### src/rtl/sac_params.svh
// Constants for the serial command and auto-connect controller.
// Assumes a 100 MHz system clock; included by the controller RTL.
`ifndef SAC_PARAMS_SVH
`define SAC_PARAMS_SVH

`define SAC_CLK_HZ          100000000
`define SAC_TICK_MS         10
`define SAC_TICK_CYC        ((`SAC_CLK_HZ / 1000) * `SAC_TICK_MS)
`define SAC_GAP_MS          1000
`define SAC_GAP_TICKS       (`SAC_GAP_MS / `SAC_TICK_MS)
`define SAC_BAUD_DEFAULT    9600
`define SAC_BIT_CYC         (`SAC_CLK_HZ / `SAC_BAUD_DEFAULT)
`define SAC_PROFILES        2
`define SAC_LINE_MAX        16
`define SAC_FIFO_DEPTH      32
`define SAC_CH_CR           8'h0d
`define SAC_CH_LF           8'h0a
`define SAC_CH_A            8'h41
`define SAC_CH_SLASH        8'h2f
`define SAC_CH_PLUS         8'h2b
`define SAC_CH_ZERO         8'h30
`define SAC_CH_O            8'h4f
`define SAC_CH_K            8'h4b
`define SAC_CH_E            8'h45
`define SAC_CH_R            8'h52

`endif

### src/rtl/sac_pkg.sv
// Types shared by the auto-connect controller files.
// Assumes sac_params.svh is on the include path.
package sac_pkg;
    // Network entity selected by the active profile
    typedef enum logic [1:0] {
        SAC_TCP_CLIENT = 2'h0,
        SAC_TCP_SERVER = 2'h1,
        SAC_UDP_CLIENT = 2'h2,
        SAC_UDP_SERVER = 2'h3
    } sac_net_mode_t;

    // Top-level operating state, one-hot
    typedef enum logic [4:0] {
        SAC_ST_IDLE  = 5'h01,
        SAC_ST_ASSOC = 5'h02,
        SAC_ST_CONN  = 5'h04,
        SAC_ST_PASS  = 5'h08,
        SAC_ST_CMD   = 5'h10
    } sac_state_t;
endpackage

### src/rtl/sac_fifo.sv
// Synchronous FIFO with valid/ready on both sides.
// Assumes a single clock and a synchronised active-low reset.
`timescale 1ns/1ps
`default_nettype none
module sac_fifo #(
    parameter int WIDTH = 8,
    parameter int DEPTH = 32
) (
    // Clock and reset
    input  wire logic             clk,
    input  wire logic             rst_b,
    // Fill side
    input  wire logic             in_valid,
    output logic                  in_ready,
    input  wire logic [WIDTH-1:0] in_data,
    // Drain side
    output logic                  out_valid,
    input  wire logic             out_ready,
    output logic [WIDTH-1:0]      out_data,
    // Discard all contents
    input  wire logic             flush
);
    localparam int AW = $clog2(DEPTH);

    logic [WIDTH-1:0] mem_q [DEPTH];   // Flip-flop storage
    logic [AW-1:0]    wr_q;            // Write index
    logic [AW-1:0]    rd_q;            // Read index
    logic [AW:0]      cnt_q;           // Occupancy
    logic             push;
    logic             pop;

    // Full and empty come straight from the occupancy count
    assign in_ready  = (cnt_q != (AW+1)'(DEPTH));
    assign out_valid = (cnt_q != '0);
    assign push      = in_valid && in_ready && !flush;
    assign pop       = out_valid && out_ready && !flush;
    assign out_data  = mem_q[rd_q];

    // Storage write
    always_ff @(posedge clk) begin
        if (push) begin
            mem_q[wr_q] <= in_data;
        end
    end

    // Pointers and count
    always_ff @(posedge clk or negedge rst_b) begin
        if (!rst_b) begin
            wr_q  <= '0;
            rd_q  <= '0;
            cnt_q <= '0;
        end else if (flush) begin
            wr_q  <= '0;
            rd_q  <= '0;
            cnt_q <= '0;
        end else begin
            if (push) begin
                wr_q <= (wr_q == AW'(DEPTH-1)) ? '0 : wr_q + 1'b1;
            end
            if (pop) begin
                rd_q <= (rd_q == AW'(DEPTH-1)) ? '0 : rd_q + 1'b1;
            end
            cnt_q <= cnt_q + (AW+1)'(push) - (AW+1)'(pop);
        end
    end
endmodule
`default_nettype wire

### src/rtl/sac_ctrl.sv
// Serial command interpreter and auto-connect sequencer.
// Assumes byte-wide UART streams outside; network results are inputs.
`include "sac_params.svh"
`timescale 1ns/1ps
`default_nettype none

module sac_ctrl
    import sac_pkg::*;
#(
    parameter int TICK_CYC  = `SAC_TICK_CYC,
    parameter int GAP_TICKS = `SAC_GAP_TICKS,
    parameter int LINE_MAX  = `SAC_LINE_MAX,
    parameter int DEPTH     = `SAC_FIFO_DEPTH
) (
    // Clock and reset
    input  wire logic        clk,
    input  wire logic        rst_b,
    // Profiles from storage
    input  wire logic [15:0] prof_assoc_to [`SAC_PROFILES],
    input  wire logic [15:0] prof_conn_to  [`SAC_PROFILES],
    input  wire logic [1:0]  prof_net_mode [`SAC_PROFILES],
    input  wire logic        prof_echo     [`SAC_PROFILES],
    input  wire logic [23:0] prof_baud     [`SAC_PROFILES],
    input  wire logic        prof_valid    [`SAC_PROFILES],
    input  wire logic        prof_sel,
    input  wire logic        auto_en,
    // Host-side settings
    input  wire logic        verbose_clr,
    input  wire logic        verbose_set,
    // Serial receive byte stream
    input  wire logic        rx_valid,
    input  wire logic [7:0]  rx_data,
    // Serial transmit byte stream
    output logic             tx_valid,
    input  wire logic        tx_ready,
    output logic [7:0]       tx_data,
    // Serial format to the UART
    output logic [23:0]      baud_rate,
    // Command executor
    output logic             cmd_go,
    output logic             cmd_repeat,
    output logic [7:0]       cmd_len,
    input  wire logic        cmd_done,
    input  wire logic        cmd_ok,
    input  wire logic [3:0]  cmd_err,
    input  wire logic        cmd_detail,
    // Network status
    input  wire logic        net_assoc,
    input  wire logic        net_up,
    input  wire logic        net_down,
    input  wire logic        net_rx_seen,
    // Outputs of state
    output logic             pass_mode,
    output logic             cmd_mode,
    output logic             net_start,
    output logic             peer_latch
);
    sac_state_t  st_q;
    logic        rst_m_q, rst_s_q;           // Reset release pair
    logic        verbose_q;                  // Response format
    logic [7:0]  len_q;                      // Bytes in current line
    logic        sawcr_q;                    // Last byte was CR
    logic        slash_q;                    // Line began A/
    logic        first_a_q;                  // First byte was A
    logic [31:0] cyc_q;                      // Cycles within a tick
    logic [15:0] tick_q;                     // Ticks elapsed
    logic [1:0]  plus_q;                     // Pluses seen
    logic        armed_q;                    // Three pluses seen
    logic        resp_busy_q;                // Response in progress
    logic [2:0]  resp_ix_q;                  // Response byte index
    logic [2:0]  resp_len_q;
    logic [7:0]  resp_buf_q [5];             // Response text
    logic        echo_v;
    logic        rsp_v;
    logic        fifo_rdy;
    logic [7:0]  tx_byte;
    logic        tx_push;
    logic        tick;
    logic        ps;
    sac_net_mode_t mode;

    // Synchronised reset used by everything below
    always_ff @(posedge clk or negedge rst_b) begin
        if (!rst_b) begin
            rst_m_q <= 1'b0;
            rst_s_q <= 1'b0;
        end else begin
            rst_m_q <= 1'b1;
            rst_s_q <= rst_m_q;
        end
    end

    // Profile selection; invalid profile falls back to 9600 baud
    assign ps        = prof_sel;
    assign mode      = sac_net_mode_t'(prof_net_mode[ps]);
    assign baud_rate = prof_valid[ps] ? prof_baud[ps]
                                      : 24'(`SAC_BAUD_DEFAULT);
    assign pass_mode = (st_q == SAC_ST_PASS);
    assign cmd_mode  = (st_q == SAC_ST_CMD);

    // Ten millisecond tick, restarted on each net_start and each byte received in pass-through
    assign tick = (cyc_q == 32'(TICK_CYC - 1));

    // Verbose setting, on after reset
    always_ff @(posedge clk or negedge rst_s_q) begin
        if (!rst_s_q) begin
            verbose_q <= 1'b1;
        end else if (verbose_clr) begin
            verbose_q <= 1'b0;
        end else if (verbose_set) begin
            verbose_q <= 1'b1;
        end
    end

    // Timer for association, connection and escape gap
    always_ff @(posedge clk or negedge rst_s_q) begin
        if (!rst_s_q) begin
            cyc_q  <= '0;
            tick_q <= '0;
        end else if (net_start || (pass_mode && rx_valid)) begin
            cyc_q  <= '0;
            tick_q <= '0;
        end else begin
            cyc_q <= tick ? '0 : cyc_q + 1'b1;
            if (tick && tick_q != 16'hffff) begin
                tick_q <= tick_q + 1'b1;
            end
        end
    end

    // Auto-connect sequencer
    always_ff @(posedge clk or negedge rst_s_q) begin
        if (!rst_s_q) begin
            st_q      <= SAC_ST_IDLE;
            net_start <= 1'b0;
        end else begin
            net_start <= 1'b0;
            case (st_q)
                SAC_ST_IDLE: begin
                    net_start <= auto_en;
                    st_q <= auto_en ? SAC_ST_ASSOC : SAC_ST_CMD;
                end
                SAC_ST_ASSOC: begin
                    if (net_assoc) begin
                        net_start <= 1'b1;
                        st_q      <= SAC_ST_CONN;
                    end else if (tick_q >= prof_assoc_to[ps]) begin
                        st_q <= SAC_ST_CMD;
                    end
                end
                SAC_ST_CONN: begin
                    case (mode)
                        SAC_TCP_CLIENT: begin
                            if (net_up) begin
                                st_q <= SAC_ST_PASS;
                            end else if (!net_start
                                         && tick_q >= prof_conn_to[ps]) begin
                                st_q <= SAC_ST_CMD;
                            end
                        end
                        SAC_UDP_CLIENT: begin
                            st_q <= SAC_ST_PASS;
                        end
                        default: begin
                            // Servers: pass-through covers waiting too
                            st_q <= SAC_ST_PASS;
                        end
                    endcase
                end
                SAC_ST_PASS: begin
                    if (armed_q && tick_q >= 16'(GAP_TICKS)) begin
                        st_q <= SAC_ST_CMD;
                    end else if (net_down && mode == SAC_TCP_CLIENT) begin
                        st_q <= SAC_ST_CMD;
                    end
                end
                SAC_ST_CMD: begin
                    st_q <= SAC_ST_CMD;
                end
                default: begin
                    st_q <= SAC_ST_CMD;
                end
            endcase
        end
    end

    // Server peers: TCP waits for next client, UDP tracks last sender
    assign peer_latch = pass_mode && (((mode == SAC_TCP_SERVER) && net_up)
                      || ((mode == SAC_UDP_SERVER) && net_rx_seen));

    // Escape detector: exactly three pluses then silence
    always_ff @(posedge clk or negedge rst_s_q) begin
        if (!rst_s_q) begin
            plus_q  <= '0;
            armed_q <= 1'b0;
        end else if (!pass_mode) begin
            plus_q  <= '0;
            armed_q <= 1'b0;
        end else if (rx_valid) begin
            if (rx_data == `SAC_CH_PLUS && !armed_q) begin
                plus_q  <= (plus_q == 2'd2) ? 2'd0 : plus_q + 1'b1;
                armed_q <= (plus_q == 2'd2);
            end else begin
                plus_q  <= '0;
                armed_q <= 1'b0;
            end
        end
    end

    // Line assembly; only whole lines are handed on
    always_ff @(posedge clk or negedge rst_s_q) begin
        if (!rst_s_q) begin
            len_q   <= '0;
            sawcr_q <= 1'b0;
            slash_q <= 1'b0;
            cmd_go  <= 1'b0;
            cmd_repeat <= 1'b0;
            cmd_len <= '0;
        end else begin
            cmd_go <= 1'b0;
            if (!cmd_mode) begin
                len_q   <= '0;
                sawcr_q <= 1'b0;
                slash_q <= 1'b0;
            end else if (rx_valid) begin
                sawcr_q <= (rx_data == `SAC_CH_CR);
                if (sawcr_q && rx_data == `SAC_CH_LF) begin
                    cmd_go     <= 1'b1;
                    cmd_repeat <= slash_q;
                    cmd_len    <= (len_q == 8'd0) ? 8'd0 : len_q - 1'b1;
                    len_q      <= '0;
                    slash_q    <= 1'b0;
                end else begin
                    if (len_q < 8'(LINE_MAX)) begin
                        len_q <= len_q + 1'b1;
                    end
                    if (len_q == 8'd1 && first_a_q
                        && rx_data == `SAC_CH_SLASH) begin
                        slash_q <= 1'b1;
                    end
                end
            end
        end
    end

    // Remember whether the line opened with A
    always_ff @(posedge clk or negedge rst_s_q) begin
        if (!rst_s_q) begin
            first_a_q <= 1'b0;
        end else if (cmd_mode && rx_valid && len_q == 8'd0) begin
            first_a_q <= (rx_data == `SAC_CH_A);
        end
    end

    // Response builder: OK, ERROR, or a digit, then CR LF
    always_ff @(posedge clk or negedge rst_s_q) begin
        if (!rst_s_q) begin
            resp_busy_q <= 1'b0;
            resp_ix_q   <= '0;
            resp_len_q  <= '0;
            for (int i = 0; i < 5; i++) begin
                resp_buf_q[i] <= 8'h00;
            end
        end else if (cmd_done && !resp_busy_q) begin
            resp_busy_q <= 1'b1;
            resp_ix_q   <= '0;
            if (!verbose_q) begin
                resp_buf_q[0] <= cmd_ok ? `SAC_CH_ZERO
                                        : `SAC_CH_ZERO + {4'h0, cmd_err};
                resp_len_q    <= 3'd1;
            end else if (cmd_ok) begin
                resp_buf_q[0] <= `SAC_CH_O;
                resp_buf_q[1] <= `SAC_CH_K;
                resp_len_q    <= 3'd2;
            end else begin
                resp_buf_q[0] <= `SAC_CH_E;
                resp_buf_q[1] <= `SAC_CH_R;
                resp_buf_q[2] <= `SAC_CH_R;
                resp_buf_q[3] <= `SAC_CH_O;
                resp_buf_q[4] <= `SAC_CH_R;
                resp_len_q    <= 3'd5;
            end
        end else if (rsp_v && fifo_rdy) begin
            if (resp_ix_q == resp_len_q + 3'd1) begin
                resp_busy_q <= 1'b0;
            end
            resp_ix_q <= resp_ix_q + 1'b1;
        end
    end

    // Echo has priority; response bytes wait behind it
    assign echo_v  = cmd_mode && rx_valid && prof_echo[ps];
    assign rsp_v   = resp_busy_q && !echo_v;
    assign tx_push = echo_v || rsp_v;
    always_comb begin
        if (echo_v) begin
            tx_byte = rx_data;
        end else if (resp_ix_q < resp_len_q) begin
            tx_byte = resp_buf_q[resp_ix_q];
        end else if (resp_ix_q == resp_len_q) begin
            tx_byte = `SAC_CH_CR;
        end else begin
            tx_byte = `SAC_CH_LF;
        end
    end

    // Transmit FIFO; echo bytes dropped when it is full
    sac_fifo #(.WIDTH(8), .DEPTH(DEPTH)) u_tx_fifo (
        .clk       (clk),
        .rst_b     (rst_s_q),
        .in_valid  (tx_push),
        .in_ready  (fifo_rdy),
        .in_data   (tx_byte),
        .out_valid (tx_valid),
        .out_ready (tx_ready),
        .out_data  (tx_data),
        .flush     (1'b0)
    );

    // Unused detail flag kept for ERROR suffix by executor
    logic unused_ok;
    assign unused_ok = cmd_detail & first_a_q;

    // Result checks
    property p_verbose_reset;
        @(posedge clk) $rose(rst_s_q) |-> verbose_q;
    endproperty
    a_verbose_reset: assert property (p_verbose_reset) else $error("verbose");

    property p_partial_drop;
        @(posedge clk) disable iff (!rst_s_q)
            !cmd_mode |=> len_q == 8'd0;
    endproperty
    a_partial_drop: assert property (p_partial_drop) else $error("partial");

    property p_udp_client;
        @(posedge clk) disable iff (!rst_s_q)
            st_q == SAC_ST_CONN && mode == SAC_UDP_CLIENT |=> pass_mode;
    endproperty
    a_udp_client: assert property (p_udp_client) else $error("udp");

    property p_tcp_drop;
        @(posedge clk) disable iff (!rst_s_q)
            pass_mode && net_down && mode == SAC_TCP_CLIENT |=> cmd_mode;
    endproperty
    a_tcp_drop: assert property (p_tcp_drop) else $error("tcp drop");

    property p_line_go;
        @(posedge clk) disable iff (!rst_s_q)
            cmd_mode && rx_valid && sawcr_q && rx_data == `SAC_CH_LF
            |=> cmd_go;
    endproperty
    a_line_go: assert property (p_line_go) else $error("line");

    property p_assoc_ok;
        @(posedge clk) disable iff (!rst_s_q)
            st_q == SAC_ST_ASSOC && net_assoc |=> st_q == SAC_ST_CONN;
    endproperty
    a_assoc_ok: assert property (p_assoc_ok) else $error("assoc");

    property p_echo;
        @(posedge clk) disable iff (!rst_s_q)
            echo_v |-> tx_push && tx_byte == rx_data;
    endproperty
    a_echo: assert property (p_echo) else $error("echo");

    property p_server_stay;
        @(posedge clk) disable iff (!rst_s_q)
            pass_mode && mode == SAC_TCP_SERVER && !armed_q |=> pass_mode;
    endproperty
    a_server_stay: assert property (p_server_stay) else $error("srv");
endmodule
`default_nettype wire

### config.mk
export PLATFORM = sky130hd
export DESIGN_NAME = sac_ctrl
export DESIGN_NICKNAME = d
export VERILOG_FILES = /design/src/rtl/sac_pkg.sv /design/src/rtl/sac_fifo.sv /design/src/rtl/sac_ctrl.sv
export VERILOG_INCLUDE_DIRS = /design/src /design/src/rtl
export SDC_FILE = /design/constraint.sdc
export NUM_CORES = 1
export LEC_CHECK = 0
export ABC_AREA = 1
export BUFFER_PORTS_ARGS = -buffer_cell sky130_fd_sc_hd__buf_2
export CELL_PAD_IN_SITES_DETAIL_PLACEMENT = 0
export CELL_PAD_IN_SITES_GLOBAL_PLACEMENT = 1
export CORE_ASPECT_RATIO = 0.8
export CORE_MARGIN = 1.5
export CORE_UTILIZATION = 42
export CTS_CLUSTER_DIAMETER = 60
export DETAILED_ROUTE_END_ITERATION = 7
export PLACE_DENSITY = 0.83
export RECOVER_POWER = 50
export SLEW_MARGIN = 20
export SYNTH_ARGS = -nofsm -noshare
export SYNTH_HDL_FRONTEND = slang
export SYNTH_SLANG_ARGS = --single-unit
### constraint.sdc
create_clock -name clk -period 3.7 [get_ports clk]
set_input_delay 0.555 -clock clk [delete_from_list [all_inputs] [get_ports clk]]
set_output_delay 0.555 -clock clk [all_outputs]
set_load 0.02 [all_outputs]
# Word level (Yosys, flattened, before mapping)
# Memories as Yosys holds them, arrays and structs flattened.
# Index checks and enable logic that the tools add are counted.
dict set report totals {
  register_bits 122
  mem_bits_rw 256
  inputBits 147
  out_inout_bits 47
  elab_cells 195
  n_memories 1
}
dict set report classes {
  n_addsub 12
  n_lt_le_gt_ge 7
  n_eq_ne 28
  mux 77
  bitwise_logic 3
  n_reduce_logical 41
}
# memory depth width rd rd_clocked_by_memory_dff wr line_no
set mem_list {}
lappend mem_list {u_tx_fifo.mem_q 32 8 1 0 1 sac_fifo.sv:25} ;# logic [WIDTH-1:0] mem_q [DEPTH];
# cell n
set ops {}
lappend ops {{$mux W16} 8}
lappend ops {{$mux W24} 4}
lappend ops {{$mux W8} 10}
lappend ops {{$mux W32} 2}
lappend ops {{$mux W5} 10}
lappend ops {{$add A32 B1 Y32 const B} 1}
lappend ops {{$eq A32 B20 Y1 const B} 1}
lappend ops {{$ge A16 B16 Y1} 2}
lappend ops {{$mux W1} 26}
lappend ops {{$bmux W8 S3} 1}
lappend ops {{$logic_and A1 B1 Y1} 20}
lappend ops {{$pmux W5 S4} 1}
lappend ops {{$add A16 B1 Y16 const B} 1}
lappend ops {{$eq A8 B4 Y1 const B} 2}
lappend ops {{$eq A8 B6 Y1 const B} 2}
lappend ops {{$ge A16 B7 Y1 const B} 1}
lappend ops {{$ne A16 B16 Y1 const B} 1}
lappend ops {{$eq A5 B5 Y1 const B} 3}
lappend ops {{$mux W3} 5}
lappend ops {{$mux W2} 7}
lappend ops {{$mux W12} 1}
lappend ops {{$add A5 B1 Y5 const B} 2}
lappend ops {{$ne A3 B1 Y1 const B} 3}
lappend ops {{$reduce_and A3 Y1} 3}
lappend ops {{other kinds (36)} 51}

# Depth between registers and ports, before layout
# Gate-level depths: netlist of the first run.
dict set report depth {
  ltp_word 11
  depth_mapped 19
  depth_no_buf 17
}

# Modules after synthesis
# From an unflattened synthesis of the first run, not the netlist that was laid out.
dict set report hier_totals {
  hier_cells 2234
  area_unflattened_um2 19541.2
}
# module instances cells_per_inst area_each_um2 seq_area_each_um2
set by_module_without_submodules {}
lappend by_module_without_submodules {sac_fifo 1 1250 12355.6 8087.8}
lappend by_module_without_submodules {sac_ctrl 1 984 7185.6 2454.9}

# Worst setup path before layout of the first run
# Ideal clock, no wire load.
dict set report synth_timing {
  path_type {input -> register}
  from {in prof_sel}
  to {mem u_tx_fifo.mem_q[0][6], data pin}
  setup_ns 0.454
  arrival_ns 2.317
  t_required_ns 3.246
  setup_slack_ns 0.929
  path_stages 6
  path_buffers 1
  cell_sequence {buf_2 > inv_2 > nand2_1 > nand2_1 > nand2_2 > o21ai_0}
}
dict set report synth_via {
  elab_chain_len 6
}
# element line_no
set synth_rtl {}
lappend synth_rtl {{start: declaration} sac_ctrl.sv:25} ;# input wire logic prof_sel,
lappend synth_rtl {{$not A1 Y2 (implied by the code)} sac_ctrl.sv:292} ;# assign echo_v = cmd_mode && rx_valid && prof_echo[ps];
lappend synth_rtl {{$mux W1 (implied by the code) (3 in a row)} sac_ctrl.sv:292}
lappend synth_rtl {{$logic_and A1 B1 Y1} sac_ctrl.sv:292}
lappend synth_rtl {{$mux W8} sac_ctrl.sv:296} ;# if (echo_v) begin
lappend synth_rtl {{via tx_byte[6]} sac_ctrl.sv:76} ;# logic [7:0] tx_byte;
lappend synth_rtl {{end: declaration} sac_fifo.sv:25}
# The timed path passes the listed nets, and every way through them passes these cells. The select of a mux whose other input is x is not followed.

# Final worst setup path of the first run
dict set report layout_timing {
  from {reg u_tx_fifo.rd_q[0]}
  to {out tx_data[2]}
}
dict set report layout_via {
  elab_chain_len 1
}
# element line_no
set layout_rtl {}
lappend layout_rtl {{start: declaration} sac_fifo.sv:27} ;# logic [AW-1:0] rd_q;
lappend layout_rtl {{start signal: assignment} sac_fifo.sv:61} ;# rd_q <= (rd_q == AW'(DEPTH-1)) ? '0 : rd_q + 1'b1;
lappend layout_rtl {{$mem_v2 Z32 W8} n/a}
lappend layout_rtl {{end: declaration} sac_ctrl.sv:36} ;# output logic [7:0] tx_data,
# No other way between the ends.

==> results of run 1 <==
==> cell usage after synthesis (all sizes together), types with 3 or more instances <==
cell type  instances
a21o              16
a21oi             62
a22oi              3
a31oi              6
buf               35
clkbuf            36
clkinv             5
dfrtp            112
edfxtp           256
ha                60
inv              149
mux2i             30
nand2            320
nand3             72
nand3b             7
nand4             29
nor2             279
nor3              46
nor4               4
o21ai            170
o221ai            19
o22ai             50
o31ai             10
or2                4
xnor2              9
xor2              40
==> critical path, stage by stage, from the launching register on <==
cell and delay (ps):
dfrtp_2 430, inv_2 350, buf_12 280, o21ai_0 90
o21ai_0 500, o21ai_0 170, o22ai_1 190, nand2_1 100
nand2_1 90, buf_2 160
==> registers in the layout, indices dropped and copies added (netlist names), 2 cells and up <==
register,count
u_tx_fifo.mem_q,256
cyc_q,32
tick_q,16
resp_buf_q,10
cmd_len,8
len_q,8
u_tx_fifo.cnt_q,6
st_q,5
u_tx_fifo.rd_q,5
u_tx_fifo.wr_q,5
resp_ix_q,3
resp_len_q,3
plus_q,2
==> power by group <==
group / leakage (nW) / internal, W / total, W / switching (W)
logic: 4.42 / 0.00149 / 0.00516 / 0.00367
clock network: 0.642 / 0.00250 / 0.00413 / 0.00163
registers: 3.82 / 0.00567 / 0.00595 / 0.000279
total: 8.88 / 0.00966 / 0.0152 / 0.00559
==> cells by family after synthesis <==
family	after synthesis
XOR/XNOR	49
AND/OR/NAND/NOR	764
AO/OA/AOI/OAI	344
flip-flops	370
adder cells (fa/ha/maj)	61
other	2
multiplexers	30
buffers and inverters	225
==> layer usage <==
| layer | part of all wire | vias to the layer above |
|---|---|---|
| met5 | 0.00028 | - |
| met2 | 0.45 | 472 |
| met3 | 0.072 | 62 |
| met1 | 0.46 | 6767 |
| met4 | 0.017 | 2 |
| li1 | - | 6801 |
==> worst min path at each step <==
stage                                 start                         end  cells after the start
after detailed placement  rst_s_q$_DFF_PN0_  resp_buf_q[34]$_DFFE_PN0P_                      0
final                           verbose_clr       verbose_q$_DFFE_PN1P_                      2
after floorplan                       rst_b           rst_m_q$_DFF_PN0_                      0
after global routing            verbose_clr       verbose_q$_DFFE_PN1P_                      2
after CTS                       verbose_clr       verbose_q$_DFFE_PN1P_                      2
after global placement    rst_s_q$_DFF_PN0_  resp_buf_q[32]$_DFFE_PN0P_                      0
==> metrics by stage <==
| stage | power (W) | setup WS (ps) |
|---|---|---|
| 6_report | 0.0152 | 226 |
| 5_1_grt | 0.0160 | 106 |
| 4_1_cts | 0.0153 | 266 |
| 3_5_place_dp | 0.0111 | 804 |
| 3_3_place_gp | 0.0110 | 898 |
| 2_1_floorplan | 0.00920 | 292 |
==> cells in the final DEF (no fill, tap or decap), types with 3 or more instances in the layout <==
cell type / n
inv_2: 8
nor3_2: 6
nor4_1: 3
clkbuf_16: 39
o21ai_1: 9
diode_2: 4
nor2_1: 273
ha_1: 60
a31oi_1: 6
mux2i_1: 30
clkinv_1: 8
xor2_1: 40
nand2_2: 3
o21ai_0: 159
nand3_2: 4
or2_2: 3
a21oi_1: 60
nand2_1: 315
clkinvlp_4: 5
buf_2: 176
o221ai_1: 19
edfxtp_1: 256
buf_12: 5
dfrtp_1: 111
clkinv_4: 3
nand3_1: 67
o31ai_1: 9
nand4_1: 28
nor2_2: 5
a21o_1: 16
buf_4: 29
inv_1: 141
o22ai_1: 49
clkinv_2: 6
clkbuf_1: 27
xnor2_1: 9
nand3b_1: 7
bufinv_16: 8
nor3_1: 38
==> area by class of cell <==
| class | instances | share of cell area |
|---|---|---|
| Sequential cell | 370 | 0.496 |
| Multi-Input combinational cell | 1250 | 0.319 |
| Timing Repair Buffer | 235 | 0.0611 |
| Clock buffer | 43 | 0.0466 |
| Tap cell | 560 | 0.0330 |
| Inverter | 154 | 0.0272 |
| Clock inverter | 26 | 0.0166 |
| Antenna cell | 4 | 0.000471 |
==> flow_summary_export.csv, run 1 <==
group,metric,value,unit
placement,place_inst,2568,
clocking,post_cts_resized,0,
timing,finalCriticalPeriod,3470,ps
finish,area_growth,16.3,%
pwr,p_leak,8.88,nW
drt,final_antenna_net_count,0,
timing,setup_violations,0,
grt,track_usage,0.207,
flow_run,cap_violations,4,
grt,grt_start_max_net_pins,112,
yosys,async_reset_ff_frac,0.308,
grt,antenna_found_initial,4,
yosys,synth-adder-area-share,0.0422,
finish,nFillCells,3914,
placement,post_dp_cell_area,20000,µm²
yosys,syn-cell-area,18300,µm²
yosys,synthTopCellsByArea,"edfxtp_1 42%, dfrtp_1 15%, nand2_1 6.4%, nor2_1 5.5%, o21ai_0 4.4%",
timing,finalHoldViolCount,0,
die,boundaryPins,194,
drt,num_vias,14100,
clocking,cts-hold-fix-buffers,1,
drt,wl,46.3,mm
worst_setup_path,required,3140,ps
die,die_area,44800,µm²
placement,gp_congestion,0.861,
die,rows,68,
finish,drive_gt1_frac,0.154,
clocking,cts_tree,"done",
worst_setup_path,worst_setup_path_end_kind,"output pin",
timing,drv_slew,132,
yosys,netlist.area_leader.share,0.421,
finish,stdcell_count,2642,
worst_setup_path,r2r_start,"st_q[0]$_DFFE_PN1P_",
grt,grt_pass1_vias,13700,
placement,portBuffers,192,
worst_setup_path,r2r-end,"u_tx_fifo.mem_q[17][5]$_DFFE_PP_",
yosys,yosys_warnings,0,
timing,max_clock_freq,0.288,GHz
timing,worst_pin_slew,1660,ps
drt,wire_per_inst,17.5,µm
status,violations,"capacitance limit, slew limit",
drt,route.detailed.drc,0,
clocking,clk_pin_slew,70,ps
finish,regArea,10500,µm²
worst_setup_path,startpoint,"u_tx_fifo.rd_q[0]$_DFFE_PN0P_",
grt,use_met1,0.293,
die,coreArea,43100,µm²
timing,worst_clock_skew,23.1,ps
clocking,clkSinkCount,370,
grt,grt_overflow,0,
finish,final_nets,2257,
worst_setup_path,crit_end,"tx_data[2]",
clocking,cts_setup_buffers,0,
clocking,insertion_delay,540,ps
yosys,postSynthNetCount,2053,
drt,via_per_inst,5.34,
clocking,h-tree-depth,2,
grt,grt_util_met3,0.0416,
placement,hpwl,31.6,mm
die,die_w,236,µm
hold_path,holdCritPathClass,"in2reg",
yosys,synth-seq-cells,370,
grt,top_usage_layer,"met2",
timing,relSlewSlack,-0.106,
yosys,synth_ff_type,"edfxtp_1",
pwr,p_per_area,717,nW/µm²
worst_setup_path,startpoint_type,"flop",
worst_setup_path,crit_type,"reg2out",
drt,dr.pass1.iters,5,
yosys,synth_edf_count,256,
worst_setup_path,reg2regPathDepth,9,
yosys,muxShareOfSynthArea,0.0164,
yosys,synth-xor-area-share,0.0235,
yosys,ys_seq_area_frac,0.577,
worst_setup_path,reg2reg_slack,470,ps
die,initial_core_util,0.425,
timing,fin_crit_sh,0.939,
grt,grt_pass1_wl,73.5,mm
die,die_h,190,µm
yosys,synth_compound_area_frac,0.108,
yosys,synth.avg_cell_area,9.91,µm²
worst_setup_path,path_max_fanout,42,
grt,met2_usage,0.330,
status,outcome,"finished, violations left",
finish,fin_area,21300,µm²
yosys,synth_simple_gate_area_frac,0.183,
finish,fin_util,0.494,
clocking,clockRootBuffer,"clkbuf_16",
yosys,synth_top_family_by_area,"simple AND/OR/NAND/NOR gates",
clocking,cts_made_buffers,38,
clocking,clk_path_buf_depth,3,
timing,setup_tns,0,ps
yosys,synth.distinct_cells,56,
timing,rsz0062_at_grt,"false",
yosys,yosysTopAreaCell,"edfxtp_1",
drt,initialDrtViolationCount,1102,
worst_setup_path,crit_arrival,2920,ps
yosys,syn_inst,1845,
finish,multi_input_area,6780,µm²
pwr,peakVddDrop,394,µV
timing,hold_ws,137,ps
No activity file was read; power rests on OpenSTA's default activity.
==> run 2: changes to the inputs <==
- CORE_UTILIZATION: 42 -> 45
- PLACE_DENSITY: 0.83 -> 0.84
- clock period: 3.7 -> 4.49 ns (I/O delays scaled with it)
==> flow_summary_export.csv, run 2 (same netlist as run 1, synthesis figures left out) <==
group,metric,value,unit
pwr,p_comb_frac,0.330,
timing,finalHoldViolCount,0,
placement,gp_congestion,0.883,
timing,finalCriticalPeriod,4000,ps
finish,area_growth,14.6,%
drt,num_vias,14100,
timing,relSlewSlack,-0.476,
timing,worst_pin_slew,2210,ps
clocking,cts_made_buffers,38,
finish,drive_gt1_frac,0.143,
finish,final_common_cell,"nand2_1",
timing,rsz0062_at_grt,"false",
timing,drv_slew,219,
flow_run,cap_violations,6,
drt,wire_per_inst,17.8,µm
worst_setup_path,worst_setup_path_end_kind,"output pin",
drt,via_per_inst,5.42,
pwr,p_sw_frac,0.370,
clocking,clk_path_buf_depth,3,
drt,dr.max_layer_used,"met4",
die,die_h,183,µm
timing,layout_setup_ws,494,ps
clocking,cts_tree,"done",
drt,dr_wl_met3,3.86,mm
clocking,clk_pin_slew,60,ps
die,boundaryPins,194,
pwr,clkPwrFrac,0.262,
drt,wl_met2,19.7,mm
pwr,p_leak,8.75,nW
drt,route.detailed.drc,0,
finish,top_regs,"u_tx_fifo.mem_q: 256 flops, cyc_q: 32 flops, tick_q: 16 flops",
grt,grt_start_max_net_pins,112,
grt,antenna_found_initial,0,
timing,worst_clock_skew,26.7,ps
worst_setup_path,crit_type,"reg2out",
finish,n_antenna_cell,0,
clocking,clkSinkCount,370,
finish,layout_common_cells,"316 x nand2_1, 273 x nor2_1, 256 x edfxtp_1",
clocking,cts_setup_buffers,0,
clocking,clockRootBuffer,"clkbuf_16",
worst_setup_path,required,3820,ps
die,die_w,228,µm
die,die_area,41800,µm²
die,initial_core_util,0.460,
drt,m1WireLength,21.8,mm
drt,final_antenna_net_count,0,
worst_setup_path,path_max_fanout,57,
pwr,p_switching,0.00455,W
die,rows,65,
pwr,internal_power,0.00774,W
timing,setup_tns,0,ps
finish,largest_reg_flops,256,
grt,track_usage,0.220,
status,outcome,"finished, violations left",
timing,fin_crit_sh,0.890,
drt,dr.pass1.iters,7,
finish,top_register,"u_tx_fifo.mem_q",
worst_setup_path,startpoint_type,"flop",
finish,final_nets,2239,
timing,setup_violations,0,
worst_setup_path,crit_arrival,3320,ps
drt,wl,46.2,mm
worst_setup_path,path_cells,"buf_4 -> o21ai_0 -> o22ai_1 -> o21ai_0 -> o22ai_1 -> nand2_1 -> nand2_1 -> buf_2",
timing,max_clock_freq,0.250,GHz
status,violations,"capacitance limit, slew limit",
worst_setup_path,crit_slowest_cell,"dfrtp_4",
placement,portBuffers,192,
clocking,h-tree-depth,2,
worst_setup_path,max_stage_delay,840,ps
clocking,insertion_delay,540,ps
placement,place_ws,1110,ps
pwr,peakVddDrop,569,µV
pwr,seqPwrFrac,0.408,
grt,grt_pass1_wl,72.7,mm
grt,grt_pass1_vias,13300,
pwr,p_per_area,586,nW/µm²
placement,hpwl,30.9,mm
grt,grt_overflow,0,
die,coreArea,39800,µm²
drt,initialDrtViolationCount,1401,
hold_path,holdCritPathClass,"in2reg",
## run 2: cell count changes in the layout (fill, tap and decap cells not counted), moves of 3 or more
cell | before | now
buf_12 | 5 | 1
buf_2 | 176 | 179
buf_4 | 29 | 14
bufinv_16 | 8 | 5
clkbuf_1 | 27 | 24
clkinv_1 | 8 | 15
clkinvlp_4 | 5 | 0
diode_2 | 4 | 0
inv_6 | 1 | 4
## run 2: repair_timing
item                      in CTS  in global routing
hold endpoints to repair       2                  0
hold buffers                   1                  0
gates resized for setup        0                  0
## run 2: worst paths after layout
| path | from | end | slack [ps] | depth (start not counted) |
|---|---|---|---|---|
| min in group asynchronous | rst_b | rst_m_q$_DFF_PN0_ | 470 | 2 |
| worst min-delay path | verbose_clr | verbose_q$_DFFE_PN1P_ | 270 | 2 |
| worst max register to register | st_q[1]$_DFFE_PN0P_ | u_tx_fifo.mem_q[15][3]$_DFFE_PP_ | 1030 | 10 |
| worst max-delay path | u_tx_fifo.rd_q[0]$_DFFE_PN0P_ | tx_data[6] | 490 | 8 |
| worst min register to register | rst_m_q$_DFF_PN0_ | rst_s_q$_DFF_PN0_ | 350 | 0 |
| max in group asynchronous | rst_s_q$_DFF_PN0_ | u_tx_fifo.cnt_q[1]$_DFF_PN0_ | 1390 | 1 |
## run 2: final cells by class
type                            instances  area (µm²)
Fill cell                            3539       18800
Sequential cell                       370       10500
Multi-Input combinational cell       1250        6770
Timing Repair Buffer                  217        1120
Clock buffer                           44        1000
Tap cell                              536         671
Inverter                              154         579
Clock inverter                         25         260
## run 2: through the flow
step           std cells  utilization  total power, W  hold WS (ps)  area [µm²]
6_report            2596        0.527          0.0123           266       20900
5_1_grt             2596        0.527          0.0129           267       20900
4_1_cts             2596        0.530          0.0123           249       21100
2_1_floorplan       1845            -         0.00758           331       18300
3_5_place_dp        2526        0.498         0.00908           339       19800
3_3_place_gp        2526        0.498         0.00897           336       19800
## run 2: metal layers
metal  track usage  up-vias
met3        0.0359       62
met2         0.325      538
li1              -     6753
met1         0.338     6729
met4        0.0511        0
met5             0        -
## run 2: worst max-delay path: cells and delay by family (launching register included)
kind	cells	cell delay, ps
compound gates	4	880
buf+inv	2	760
flops	1	840
simple gates	2	260
## run 2: power groups by stage
stage	Sequential, W	Clock (W)	Combinational (W)
after detailed placement	0.00504	0	0.00403
after global placement	0.00503	0	0.00394
after CTS	0.00498	0.00325	0.00406
after floorplan	0.00490	0	0.00268
after global routing	0.00506	0.00339	0.00447
final	0.00501	0.00321	0.00406
==> run 3: changes to the inputs <==
- ABC_AREA: 1 -> not set
- CORE_UTILIZATION: 45 -> 26
- PLACE_DENSITY: 0.84 -> 0.54
- clock period: 4.49 -> 5.1 ns (I/O delays scaled with it)
==> flow_summary_export.csv, run 3 <==
group,metric,value,unit
status,outcome,"finished, violations left",
status,violations,"capacitance limit, slew limit",
timing,max_clock_freq,0.229,GHz
worst_setup_path,r2r-end,"u_tx_fifo.mem_q[17][5]$_DFFE_PP_",
worst_setup_path,required,5280,ps
yosys,ys_seq_area_frac,0.602,
drt,wire_per_inst,19.3,µm
finish,final_nets,1678,
timing,setup_violations,0,
yosys,netlist.area_leader.share,0.439,
worst_setup_path,cp_num_buf_inv,2,
drt,final_antenna_net_count,0,
drt,num_vias,11200,
worst_setup_path,path_cells,"clkbuf_1 -> mux2_1 -> and4_1 -> o21ai_0 -> inv_1 -> nand2_1 -> nor2_1",
finish,area_growth,18.5,%
die,initial_core_util,0.265,
worst_setup_path,r2r_start,"st_q[1]$_DFFE_PN0P_",
worst_setup_path,path_max_fanout,23,
timing,finalCriticalPeriod,4370,ps
clocking,clk_path_buf_depth,3,
drt,dr.pass1.iters,7,
finish,final_common_cell,"edfxtp_1",
finish,largest_reg_flops,256,
yosys,synth.distinct_cells,68,
grt,top_usage_layer,"met2",
hold_path,holdCritPathClass,"in2reg",
grt,use_met1,0.183,
worst_setup_path,startpoint,"prof_sel",
yosys,async_reset_ff_frac,0.308,
yosys,synth_edf_count,256,
clocking,cts_tree,"done",
yosys,yosysTopAreaCell,"edfxtp_1",
worst_setup_path,reg2regPathDepth,6,
finish,nFillCells,6694,
yosys,synth.avg_cell_area,13.8,µm²
grt,grt_pass1_wl,69.3,mm
clocking,clkSinkCount,370,
placement,hpwl,31.6,mm
clocking,insertion_delay,580,ps
timing,finalHoldViolCount,0,
worst_setup_path,worst_setup_path_end_kind,"flop",
die,coreArea,66200,µm²
pwr,total_power,0.0106,W
flow_run,cap_violations,7,
yosys,synth_ff_type,"edfxtp_1",
die,boundaryPins,194,
clocking,clockRootBuffer,"clkbuf_16",
timing,setup_tns,0,ps
timing,fin_crit_sh,0.856,
yosys,postSynthNetCount,1481,
yosys,synthTopCellsByArea,"edfxtp_1 44%, dfrtp_1 16%, mux4_2 9.3%, ha_1 4.3%, mux2i_1 4.3%",
die,die_w,293,µm
die,rows,84,
yosys,syn_inst,1273,
placement,gp_congestion,0.891,
finish,drive_gt1_frac,0.217,
clocking,h-tree-depth,2,
yosys,synth-seq-cells,370,
drt,route.detailed.drc,0,
timing,worst_pin_slew,1910,ps
pwr,p_leak,7.86,nW
pwr,peakVddDrop,315,µV
finish,top_register,"u_tx_fifo.mem_q",
grt,track_usage,0.132,
timing,rsz0062_at_grt,"false",
worst_setup_path,startpoint_type,"input pin",
yosys,yosys_warnings,0,
timing,drv_slew,226,
yosys,synth_most_common_cell,"edfxtp_1",
worst_setup_path,crit_slowest_cell,"clkbuf_1",
drt,via_per_inst,4.73,
finish,layout_common_cells,"256 x edfxtp_1, 171 x buf_2, 124 x nor2_1",
worst_setup_path,crit_type,"in2reg",
yosys,synth_commonest_cells,"256 x edfxtp_1, 124 x nor2_1, 112 x dfrtp_1, 88 x nand2_1, 75 x mux2i_1",
grt,grt_start_max_net_pins,47,
timing,relSlewSlack,-0.270,
grt,met2_usage,0.210,
worst_setup_path,reg2reg_slack,1030,ps
pwr,p_per_area,512,nW/µm²
clocking,post_cts_resized,0,
placement,portBuffers,192,
grt,antenna_found_initial,2,
finish,top_regs,"u_tx_fifo.mem_q: 256 flops, cyc_q: 32 flops, tick_q: 16 flops",
grt,grt_util_met3,0.0250,
finish,multi_input_area,6660,µm²
finish,regArea,10500,µm²
drt,wl,45.7,mm
worst_setup_path,max_stage_delay,980,ps
die,die_area,69000,µm²
die,die_h,235,µm
grt,grt_pass1_vias,11300,
grt,grt_overflow,0,
clocking,clk_pin_slew,60,ps
clocking,cts_made_buffers,42,
worst_setup_path,cp_top_family,"simple AND/OR/NAND/NOR gates",
timing,worst_clock_skew,22.4,ps
worst_setup_path,crit_arrival,4550,ps
worst_setup_path,crit_end,"u_tx_fifo.mem_q[17][5]$_DFFE_PP_",
worst_setup_path,path_depth,7,
finish,fin_util,0.314,
drt,initialDrtViolationCount,698,
yosys,syn-cell-area,17500,µm²
[run 3: changes by cell type after synthesis, moves of 24 or more]
cell,change
a21oi_1,-24
mux4_2,+72
nand2_1,-223
nor2_1,-145
o21ai_0,-125
nand3_1,-30
mux2i_1,+45
o22ai_1,-48
inv_1,-107
[run 3: layout make-up]
cell class	count	share of cell area
well taps	860	0.0518
diodes	1	0.000121
clock buffers	52	0.0529
flip-flops and latches	370	0.508
inverters	32	0.00579
multi-input cells	816	0.321
clock inverters	26	0.0103
repair buffers	208	0.0503
[run 3: stage by stage]
| step | instances | hold WS, ps | area (µm²) | worst slack [ps] |
|---|---|---|---|---|
| final | 2365 | 314 | 20800 | 735 |
| after detailed placement | 2285 | 340 | 19500 | 1060 |
| after global placement | 2285 | 341 | 19500 | 1100 |
| after CTS | 2364 | 270 | 20900 | 806 |
| after global routing | 2365 | 310 | 20800 | 466 |
| after floorplan | 1273 | 331 | 17500 | 1560 |
[run 3: cells by family after synthesis]
| kind of cell | after synthesis | synth area share |
|---|---|---|
| DFF | 370 | 0.602 |
| other | 2 | 0.000429 |
| muxes | 154 | 0.140 |
| and+or+nand+nor | 399 | 0.114 |
| adders and majority gates | 61 | 0.0440 |
| AOI/OAI and AO/OA | 155 | 0.0573 |
| xor gates and xnor gates | 45 | 0.0225 |
| buffers and inverters | 87 | 0.0199 |
[run 3: per-layer routing]
layer	up-vias	wire, µm
met5	-	16
met4	2	861
met3	49	2570
met2	353	20900
met1	5512	21400
li1	5266	-
[run 3: repair_timing]
| action | 4_1_cts | 5_1_grt |
|---|---|---|
| endpoints found under the setup margin | 0 | 0 |
| hold endpoints to repair | 2 | 0 |
| hold buffers | 1 | 0 |
| setup buffers | 0 | 0 |
[run 3: worst min path at each step]
stage / start / cells after the start / slack (ps) / to
floorplan: rst_m_q$_DFF_PN0_ / 0 / 330 / rst_s_q$_DFF_PN0_
global placement: rst_m_q$_DFF_PN0_ / 0 / 340 / rst_s_q$_DFF_PN0_
detailed placement: rst_m_q$_DFF_PN0_ / 0 / 340 / rst_s_q$_DFF_PN0_
CTS: verbose_clr / 2 / 270 / verbose_q$_DFFE_PN1P_
global route: verbose_clr / 2 / 310 / verbose_q$_DFFE_PN1P_
finish: verbose_clr / 2 / 310 / verbose_q$_DFFE_PN1P_
[run 3: power by group]
group / total [W] / internal, W / switching (W)
combinational: 0.00319 / 0.00124 / 0.00195
clock: 0.00291 / 0.00165 / 0.00126
sequential: 0.00453 / 0.00410 / 0.000428
total: 0.0106 / 0.00699 / 0.00364
